$ cat config.mk
export PLATFORM = sky130hd
export DESIGN_NAME = gsl_led_driver
export DESIGN_NICKNAME = d
export VERILOG_FILES = /design/src/rtl/gsl_led_driver.v
export VERILOG_INCLUDE_DIRS = /design/src /design/src/pkg
export SDC_FILE = /design/constraint.sdc
export NUM_CORES = 1
export LEC_CHECK = 0
export ABC_AREA = 1
export BUFFER_PORTS_ARGS = -buffer_cell sky130_fd_sc_hd__buf_2
export CORE_AREA = 5 5 120 77
export DETAILED_ROUTE_END_ITERATION = 8
export DIE_AREA = 0 0 125 82
export GPL_ROUTABILITY_DRIVEN = 0
export PLACE_DENSITY = 0.88
export RECOVER_POWER = 25
export SLEW_MARGIN = 10
export SYNTH_ARGS = -nofsm -noshare
export SYNTH_HDL_FRONTEND = slang
export SYNTH_SLANG_ARGS = --single-unit
$ cat constraint.sdc
create_clock -name MCLK -period 6.5 [get_ports MCLK]
set_input_delay 0.65 -clock MCLK [delete_from_list [all_inputs] [get_ports MCLK]]
set_output_delay 0.65 -clock MCLK [all_outputs]
set_load 0.005 [all_outputs]
$ cat src/pkg/gsl_map.vh
// Timing and pattern constants for the gateway status LED driver.
// Assumes a 125 MHz system clock; included by the driver module only.
`ifndef GSL_MAP_VH
`define GSL_MAP_VH

// ----------------------------------------------------------------
// Clock and time base
// ----------------------------------------------------------------
`define GSL_CLK_MHZ        125
`define GSL_TICK_NS        10000000
`define GSL_TICK_CYC       ((`GSL_TICK_NS / 1000) * `GSL_CLK_MHZ)

// ----------------------------------------------------------------
// Flash periods, in 10 ms ticks
// ----------------------------------------------------------------
`define GSL_FAST_MS        160
`define GSL_FAST_TICKS     (`GSL_FAST_MS / 10)
`define GSL_SLOW_MS        1000
`define GSL_SLOW_TICKS     (`GSL_SLOW_MS / 10)
`define GSL_BLINK_TICKS    8'h19
`define GSL_GROUP_GAP      8'h64

// ----------------------------------------------------------------
// Flash counts of the active LED groups
// ----------------------------------------------------------------
`define GSL_CNT_IDLE       4'h2
`define GSL_CNT_ALONE      4'h3
`define GSL_CNT_DUP        4'h4

// ----------------------------------------------------------------
// Device-status states
// ----------------------------------------------------------------
`define GSL_DEV_INIT       3'h0
`define GSL_DEV_RUN        3'h1
`define GSL_DEV_CFGBAD     3'h2
`define GSL_DEV_FAULT      3'h3
`define GSL_DEV_BOOT       3'h4

`endif

$ cat src/rtl/gsl_led_driver.v
// Front-panel status LED driver: active, subnet-status, device-status.
// Assumes all status inputs are synchronous to MCLK and held as levels,
// except the one-cycle transaction event pulses.
`timescale 1ns/1ps
`include "gsl_map.vh"

module gsl_led_driver #(
   parameter TICK_CYC = `GSL_TICK_CYC,  // Cycles per 10 ms tick
   parameter NTRANS   = 8               // Configured transactions
) (
   // Clock and reset
   input  wire              MCLK,
   input  wire              RST,
   // Fieldbus status
   input  wire              FB_RUN,
   input  wire              OFFLINE_LISTEN_STATE,
   input  wire              TOKEN_WAIT_IDLE_STATE,
   input  wire              FB_ALONE,
   input  wire              FB_DUP_NODE,
   // Subnetwork status
   input  wire              SUB_RUN,
   input  wire [NTRANS-1:0] TRANS_CFG,
   input  wire [NTRANS-1:0] TRANS_OK,
   input  wire              TRANS_FAIL,
   // Device supervisor
   input  wire              CFG_VALID,
   input  wire              BOOT_MODE,
   input  wire              DEV_INIT_DONE,
   input  wire [3:0]        FAULT_CODE,
   // LED drive
   output reg               ACT_LED,
   output reg               SUB_GRN,
   output reg               SUB_RED,
   output reg               DEV_GRN,
   output reg               DEV_RED
);

   // ----------------------------------------------------------------
   // Time base
   // ----------------------------------------------------------------
   reg  [23:0] div_q;      // Cycle divider
   reg         tick_q;     // One-cycle 10 ms enable
   reg  [7:0]  fast_q;     // 160 ms phase
   reg  [7:0]  slow_q;     // 1 s phase

   // Divider produces the single tick enable all patterns use
   always @(posedge MCLK or posedge RST) begin
      if (RST) begin
         div_q  <= 24'h000000;
         tick_q <= 1'b0;
      end else if (div_q == TICK_CYC[23:0] - 24'h000001) begin
         div_q  <= 24'h000000;
         tick_q <= 1'b1;
      end else begin
         div_q  <= div_q + 24'h000001;
         tick_q <= 1'b0;
      end
   end

   // Free-running phase counters for steady flash rates
   always @(posedge MCLK or posedge RST) begin
      if (RST) begin
         fast_q <= 8'h00;
         slow_q <= 8'h00;
      end else if (tick_q) begin
         fast_q <= (fast_q == `GSL_FAST_TICKS - 1) ? 8'h00 : fast_q + 8'h01;
         slow_q <= (slow_q == `GSL_SLOW_TICKS - 1) ? 8'h00 : slow_q + 8'h01;
      end
   end

   wire fast_on = (fast_q < (`GSL_FAST_TICKS / 2));   // Half duty
   wire slow_on = (slow_q < (`GSL_SLOW_TICKS / 2));

   // ----------------------------------------------------------------
   // Flash-group engine, shared by active and device LEDs
   // ----------------------------------------------------------------
   // Group sequencer: N blinks then a long gap, repeat
   function [4:0] grp_next;
      input [4:0] pos;     // Blink slot index; slot 2k = on
      input [3:0] n;
      begin
         if (pos >= {n, 1'b0})
            grp_next = 5'h00;
         else
            grp_next = pos + 5'h01;
      end
   endfunction

   reg  [4:0] agrp_q;      // Active LED slot
   reg  [7:0] atim_q;      // Active LED slot timer
   reg  [4:0] dgrp_q;      // Device LED slot
   reg  [7:0] dtim_q;      // Device LED slot timer
   reg  [3:0] a_cnt;       // Active group size, 0 = none

   // Priority: duplicate node beats alone beats idle
   always @* begin
      if (FB_DUP_NODE)
         a_cnt = `GSL_CNT_DUP;
      else if (FB_ALONE)
         a_cnt = `GSL_CNT_ALONE;
      else if (TOKEN_WAIT_IDLE_STATE)
         a_cnt = `GSL_CNT_IDLE;
      else
         a_cnt = 4'h0;
   end

   // Fault group: red count then one green marker slot
   wire [3:0] d_cnt = (FAULT_CODE == 4'h0) ? 4'h1 : FAULT_CODE;

   // Slot timers; the last slot of a group is the long gap
   always @(posedge MCLK or posedge RST) begin
      if (RST) begin
         agrp_q <= 5'h00;
         atim_q <= 8'h00;
         dgrp_q <= 5'h00;
         dtim_q <= 8'h00;
      end else if (tick_q) begin
         if (atim_q == ((agrp_q == {a_cnt, 1'b0}) ? `GSL_GROUP_GAP : `GSL_BLINK_TICKS)) begin
            atim_q <= 8'h00;
            agrp_q <= grp_next(agrp_q, a_cnt);
         end else begin
            atim_q <= atim_q + 8'h01;
         end
         // Slot 2N is the green marker, slot 2N+1 the gap; fits five bits
         // even for code 15, and >= stops a code change from wrapping the timer
         if (dtim_q >= ((dgrp_q > {d_cnt, 1'b0}) ? `GSL_GROUP_GAP : `GSL_BLINK_TICKS)) begin
            dtim_q <= 8'h00;
            dgrp_q <= (dgrp_q > {d_cnt, 1'b0}) ? 5'h00 : dgrp_q + 5'h01;
         end else begin
            dtim_q <= dtim_q + 8'h01;
         end
      end
   end

   wire a_blink = ~agrp_q[0] && (agrp_q < {a_cnt, 1'b0});
   wire d_red   = ~dgrp_q[0] && (dgrp_q < {d_cnt, 1'b0});
   wire d_grn   = ~dgrp_q[0] && (dgrp_q == {d_cnt, 1'b0});

   // ----------------------------------------------------------------
   // Active LED
   // ----------------------------------------------------------------
   always @(posedge MCLK or posedge RST) begin
      if (RST)
         ACT_LED <= 1'b0;
      else if (a_cnt != 4'h0)
         ACT_LED <= a_blink;
      else if (OFFLINE_LISTEN_STATE)
         ACT_LED <= slow_on;
      else if (FB_RUN)
         ACT_LED <= fast_on;
      else
         ACT_LED <= 1'b0;
   end

   // ----------------------------------------------------------------
   // Subnet-status LED
   // ----------------------------------------------------------------
   reg [NTRANS-1:0] seen_q;   // Transactions active at least once
   reg              err_q;    // Error recorded since start
   reg              fail_q;   // Current failure, until a configured transaction reruns

   // Sticky tracking; new events beat the clear on subnet stop
   always @(posedge MCLK or posedge RST) begin
      if (RST) begin
         seen_q <= {NTRANS{1'b0}};
         err_q  <= 1'b0;
         fail_q <= 1'b0;
      end else if (!SUB_RUN) begin
         seen_q <= TRANS_OK;
         err_q  <= TRANS_FAIL;
         fail_q <= TRANS_FAIL;
      end else begin
         seen_q <= seen_q | TRANS_OK;
         err_q  <= err_q | TRANS_FAIL;
         if (TRANS_FAIL)
            fail_q <= 1'b1;
         else if ((TRANS_OK & TRANS_CFG) != {NTRANS{1'b0}})
            fail_q <= 1'b0;
      end
   end

   wire all_seen = ((seen_q & TRANS_CFG) == TRANS_CFG);

   // Red wins; after an error green flashes, otherwise steady green only after full coverage
   always @(posedge MCLK or posedge RST) begin
      if (RST) begin
         SUB_GRN <= 1'b0;
         SUB_RED <= 1'b0;
      end else if (!SUB_RUN || fail_q || TRANS_FAIL) begin
         SUB_GRN <= 1'b0;
         SUB_RED <= 1'b1;
      end else if (err_q) begin
         SUB_GRN <= fast_on;
         SUB_RED <= 1'b0;
      end else begin
         SUB_GRN <= all_seen;
         SUB_RED <= 1'b0;
      end
   end

   // ----------------------------------------------------------------
   // Device-status LED
   // ----------------------------------------------------------------
   reg [2:0] dev_st;   // Device display state

   // Bootloader over fault over configuration over run
   always @* begin
      if (BOOT_MODE)
         dev_st = `GSL_DEV_BOOT;
      else if (FAULT_CODE != 4'h0)
         dev_st = `GSL_DEV_FAULT;
      else if (!CFG_VALID)
         dev_st = `GSL_DEV_CFGBAD;
      else if (DEV_INIT_DONE)
         dev_st = `GSL_DEV_RUN;
      else
         dev_st = `GSL_DEV_INIT;
   end

   always @(posedge MCLK or posedge RST) begin
      if (RST) begin
         DEV_GRN <= 1'b0;
         DEV_RED <= 1'b0;
      end else begin
         case (dev_st)
            `GSL_DEV_BOOT: begin
               DEV_GRN <= 1'b0;
               DEV_RED <= 1'b1;
            end
            `GSL_DEV_FAULT: begin
               DEV_GRN <= d_grn;
               DEV_RED <= d_red;
            end
            `GSL_DEV_CFGBAD: begin
               DEV_GRN <= ~slow_on;
               DEV_RED <= slow_on;
            end
            `GSL_DEV_RUN: begin
               DEV_GRN <= slow_on;
               DEV_RED <= 1'b0;
            end
            default: begin
               DEV_GRN <= 1'b1;
               DEV_RED <= 1'b0;
            end
         endcase
      end
   end

endmodule // gsl_led_driver

# Yosys cells after proc, flatten, opt, wreduce, memory -nomap -nowiden
# Cells that the tools add are included.
# totals
reg_bits	82
in_bits	32
output_inout_bits	5
wordCells	92
# classes
n_addsub	7
magnitude_cmp	7
n_eq_ne	12
mux	31
bitwise_logic	7
n_reduce_logical	12
# ops
op	count
$mux 8	5
$add 8x1->8 const B	4
$add 24x1->24 const B	1
$eq 24x21->1 const B	1
$mux 24	1
$and 8x8->8	2
$mux 7	2
$mux 1	12
$add 5x1->5 const B	2
$eq 5x5->1	2
$lt 5x5->1	2
$mux 5	2
$eq 8x4->1 const B	1
$eq 8x7->1	1
$eq 8x7->1 const B	1
$eq 8x8->1	1
$ge 8x7->1	1
$lt 8x4->1 const B	1
$lt 8x6->1 const B	1
$mux 2	4
$or 8x8->8	1
$reduce_bool 4->1	2
$reduce_bool 8->1	1
$eq 3x2->1 const B	2
other kinds (16)	23

# Depth between registers and ports, before layout
# logic_depth
depth_word	7
mapped_depth	17
mapped_depth_nobuf	17

# Worst setup path after synthesis
# No wires, ideal clock.
# synth_path
kind	in2reg
startpoint	input port FAULT_CODE[2]
endpoint	register dgrp_q[3]
setup_ns	0.118
arrival_ns	2.604
required_ns	6.382
slack_ns	3.778
cell_stages	16
n_path_buf	1
cell_sequence	inv_1 -> nand4_1 -> nand2_1 -> ha_1 -> nor2_1 -> o21ai_0 -> nand2_1 -> nand2_1 -> inv_1 -> ha_1 -> a21o_1 -> a21oi_1 -> o21ai_0 -> buf_2 -> nand3_1 -> nand2_1
# synth_between
elab_chain_len	6
elab_cells_between_ends	7
# synth_lines
item	line_no	text
start: declaration	gsl_led_driver.v:29	input wire [3:0] FAULT_CODE,
$logic_not 4->1	gsl_led_driver.v:108	wire [3:0] d_cnt = (FAULT_CODE == 4'h0) ? 4'h1 : FAULT_CODE;
$mux 4 (*)	gsl_led_driver.v:108	
$gt 5x5->1 (*)	gsl_led_driver.v:126, gsl_led_driver.v:128	
$mux 7 (no source line)	n/a	
$ge 8x7->1	gsl_led_driver.v:126	if (dtim_q >= ((dgrp_q > {d_cnt, 1'b0}) ? `GSL_GROUP_GAP : `GSL_BLINK_TICKS)) begin
$reduce_and 2->1 (no source line)	n/a	
end signal: assignment	gsl_led_driver.v:128	dgrp_q <= (dgrp_q > {d_cnt, 1'b0}) ? 5'h00 : dgrp_q + 5'h01;
end: declaration	gsl_led_driver.v:91	reg [4:0] dgrp_q;
# Every way passes the cells marked *; elsewhere a longest branch is shown, timed or not.
# A chain may end at the register's enable or synchronous reset.

# Final worst setup path
# layout_path
startpoint	input port FAULT_CODE[0]
endpoint	register dgrp_q[1]
# The elaborated chain is that of the path after synthesis.

==> results.sh <==
export IMPL_ir_worst_vdd_uv=129
export IMPL_cts_buffer_depth=2
export IMPL_synth_top_area_share=0.441
export IMPL_setup_viol=0
export IMPL_mappedNetlistArea_um2=4650
export IMPL_port_buffers=36
export IMPL_hpwl_mm=7.41
export IMPL_clock_fmax_mhz=261
export IMPL_area_growth_pct=12.7
export IMPL_final_common_cell="nand2_1"
export IMPL_outcome="complete, but fails checks"
export IMPL_std_cell_rows=26
export IMPL_num_nets_final=684
export IMPL_drc_errors=0
export IMPL_fp_dieH_um=82
export IMPL_crit_buf_inv=4
export IMPL_grtUsageTotal=0.215
export IMPL_wl_per_cell_um=13.1
export IMPL_clk_latency_ns=0.35
export IMPL_crit_top_cell="nand2_1"
export IMPL_end_kind="flip-flop"
export IMPL_n_antenna_cell=0
export IMPL_worstSetupStartpoint="FAULT_CODE[0]"
export IMPL_start_kind="input port"
export IMPL_wl_mm=9.82
export IMPL_die_w_um=125
export IMPL_async_reset_ff_frac=1.00
export IMPL_fp_coreArea_um2=8100
export IMPL_fin_crit_sh=0.590
export IMPL_synthTopCellsByArea="dfrtp_1 44%, nand2_1 11%, inv_1 8.0%"
export IMPL_clock_sinks=82
export IMPL_grt_pass1_vias=4083
export IMPL_synth_edf_count=0
export IMPL_syn_avg_cell_area_um2=7.89
export IMPL_vias=4004
export IMPL_violations="capacitance limit, slew limit"
export IMPL_r2r_start="dgrp_q[2]$_DFFE_PP0P_"
export IMPL_setup_tns_ns=0
export IMPL_finClkSkew_ns=0.00441
export IMPL_vias_per_cell=5.35
export IMPL_worstPathCellList="buf_2, inv_1, nand4_1, nand2_1, ha_1, nor2_1, o21ai_0, nand2_1, nand2_1, inv_1, ha_1, nand2_1, inv_1, a21oi_1, o21ai_0, nand2_1, nand2_1, nand2_1"
export IMPL_rsz0062_at_grt="no"
export IMPL_slowest_delay_ns=0.90
export IMPL_drt_iter0_drc=318
export IMPL_cts_made_buffers=9
export IMPL_grt_remaining_overflow=0
export IMPL_worst_slack_ns=2.67
export IMPL_postCtsSetupRepairBufs=0
export IMPL_ctsResizeCount=0
export IMPL_crit_family="simple AND/OR/NAND/NOR gates"
export IMPL_synth_top_area_cell="dfrtp_1"
export IMPL_slew_headroom=-0.145
export IMPL_cp_required_ns=6.73
export IMPL_ios=37
export IMPL_start_util=0.574
export IMPL_holdCritStartpoint="seen_q[2]$_DFF_PP0_"
export IMPL_powerDensity_nw_per_um2=202
export IMPL_slew_viol_final=42
export IMPL_synth_ff_type="dfrtp_1"
export IMPL_tightest_slew_ns=1.71
export IMPL_root_buffer="clkbuf_16"
export IMPL_grt_pass1_wl_mm=17.7
export IMPL_cts_hold_buffers=0
export IMPL_dieArea_um2=10300
export IMPL_dr_pass1_iters=5
export IMPL_ant_nets=0
export IMPL_hp_class="flip-flop to flip-flop"
export IMPL_leakage_nw=2.90
export IMPL_drive_gt1_frac=0.111
export IMPL_critical_path_max_fanout=12
export IMPL_antenna_found_initial=1
export IMPL_ys_ff_latch=82
export IMPL_worst_path_max_delay_cell="o21ai_0"
export IMPL_period_minus_slack_ns=3.83
export IMPL_timing_max_cap_violations=1
export IMPL_critPathKind="input port to flip-flop"
export IMPL_place_worst_setup_slack_ns=2.31
export IMPL_grt_max_degree=43
export IMPL_syn_num_nets=641
export IMPL_final_cell_mix="135 x nand2_1, 98 x inv_1, 82 x dfrtp_1"
export IMPL_ys_seq_area_frac=0.441
export IMPL_htree_levels=3
export IMPL_synth_warnings=0
export IMPL_yosysUniqueCellTypes=39
export IMPL_clk_pin_slew_worst_paths_ns=0.06
export IMPL_cts_tree="done"
export IMPL_syn_inst=589
export IMPL_hold_viol_final=0
export IMPL_worstPathArrival_ns=4.06
==> worst reg2reg max path: cells and delay by family, from the launching register on <==
kind,cells,cell delay (ns)
AO/OA/AOI/OAI,3,1.18
adder cells (fa/ha/maj),2,0.67
buffers and inverters,3,0.26
flip-flops,1,0.44
AND/OR/NAND/NOR,7,1.08
==> path summary, 6_finish.rpt <==
check	endpoint	slack (ns)	cells past startpoint
worst max-delay path	dgrp_q[1]$_DFFE_PP0P_	2.67	18
worst min-delay path	seen_q[2]$_DFF_PP0_	0.47	2
worst max register to register	dgrp_q[1]$_DFFE_PP0P_	2.74	15
worst min register to register	seen_q[2]$_DFF_PP0_	0.47	2
max in group asynchronous	agrp_q[0]$_DFFE_PP0P_	4.60	3
min in group asynchronous	div_q[16]$_DFF_PP0_	0.71	2
==> cell type report <==
type	count	area (um^2)
well taps	112	140
clock buffers	9	225
fillers	659	2860
clock inverters	7	60.1
repair buffers	37	186
flip-flops and latches	82	2050
inverters	99	373
multi-input cells	403	2200
==> power by group <==
group	internal, mW	total (mW)	switching [mW]
clock	0.266	0.490	0.224
sequential	0.516	0.518	0.00229
combinational	0.0191	0.0518	0.0327
==> state kept, by name, indices dropped and copies added, names as in the netlist <==
| name | flops |
|---|---|
| div_q | 24 |
| dgrp_q | 5 |
| fail_q | 1 |
| tick_q | 1 |
| slow_q | 8 |
| SUB_RED | 1 |
| fast_q | 8 |
| DEV_RED | 1 |
| SUB_GRN | 1 |
| err_q | 1 |
| DEV_GRN | 1 |
| atim_q | 8 |
| ACT_LED | 1 |
| dtim_q | 8 |
| agrp_q | 5 |
| seen_q | 8 |
==> Yosys cell counts (2+ instances only) <==
master,number
nand2_1,135
inv_1,99
dfrtp_1,82
nor2_1,63
nand3_1,42
xor2_1,28
ha_1,20
nand4_1,20
a21oi_1,16
nor3_1,14
o21ai_0,13
a21o_1,7
o22ai_1,7
xnor2_1,6
nand2_2,5
buf_2,2
clkbuf_1,2
nand3b_1,2
nand4_2,2
nor2_4,2
nor4_1,2
o21a_1,2
or2_2,2
==> cell families (layout without fill, tap and decap cells) <==
family                     after synthesis  after routing  synth area share
DFF                                     82             82             0.441
adders and majority gates               20             20            0.0538
xor gates and xnor gates                34             34            0.0641
and+or+nand+nor                        300            300             0.295
buffers and inverters                  104            152            0.0845
AOI/OAI and AO/OA                       49             49            0.0614
==> metrics by stage <==
step	cells	hold slack, ns	power [mW]	area, um^2	util
finish	749	0.474	1.06	5240	0.647
global route	749	0.492	1.10	5240	0.647
CTS	749	0.393	1.07	5240	0.647
detailed placement	733	0.463	0.580	4960	0.612
global placement	733	0.454	0.577	4960	0.612
floorplan	589	0.442	0.559	4650	-
==> layer usage <==
metal,vias to the layer above,track usage,routed length (um)
met3,29,0.0903,858
met2,154,0.354,4380
met5,-,0,13
met4,2,0.0855,208
li1,1964,-,-
met1,1855,0.255,4360
(Power assumes the default switching activity.)
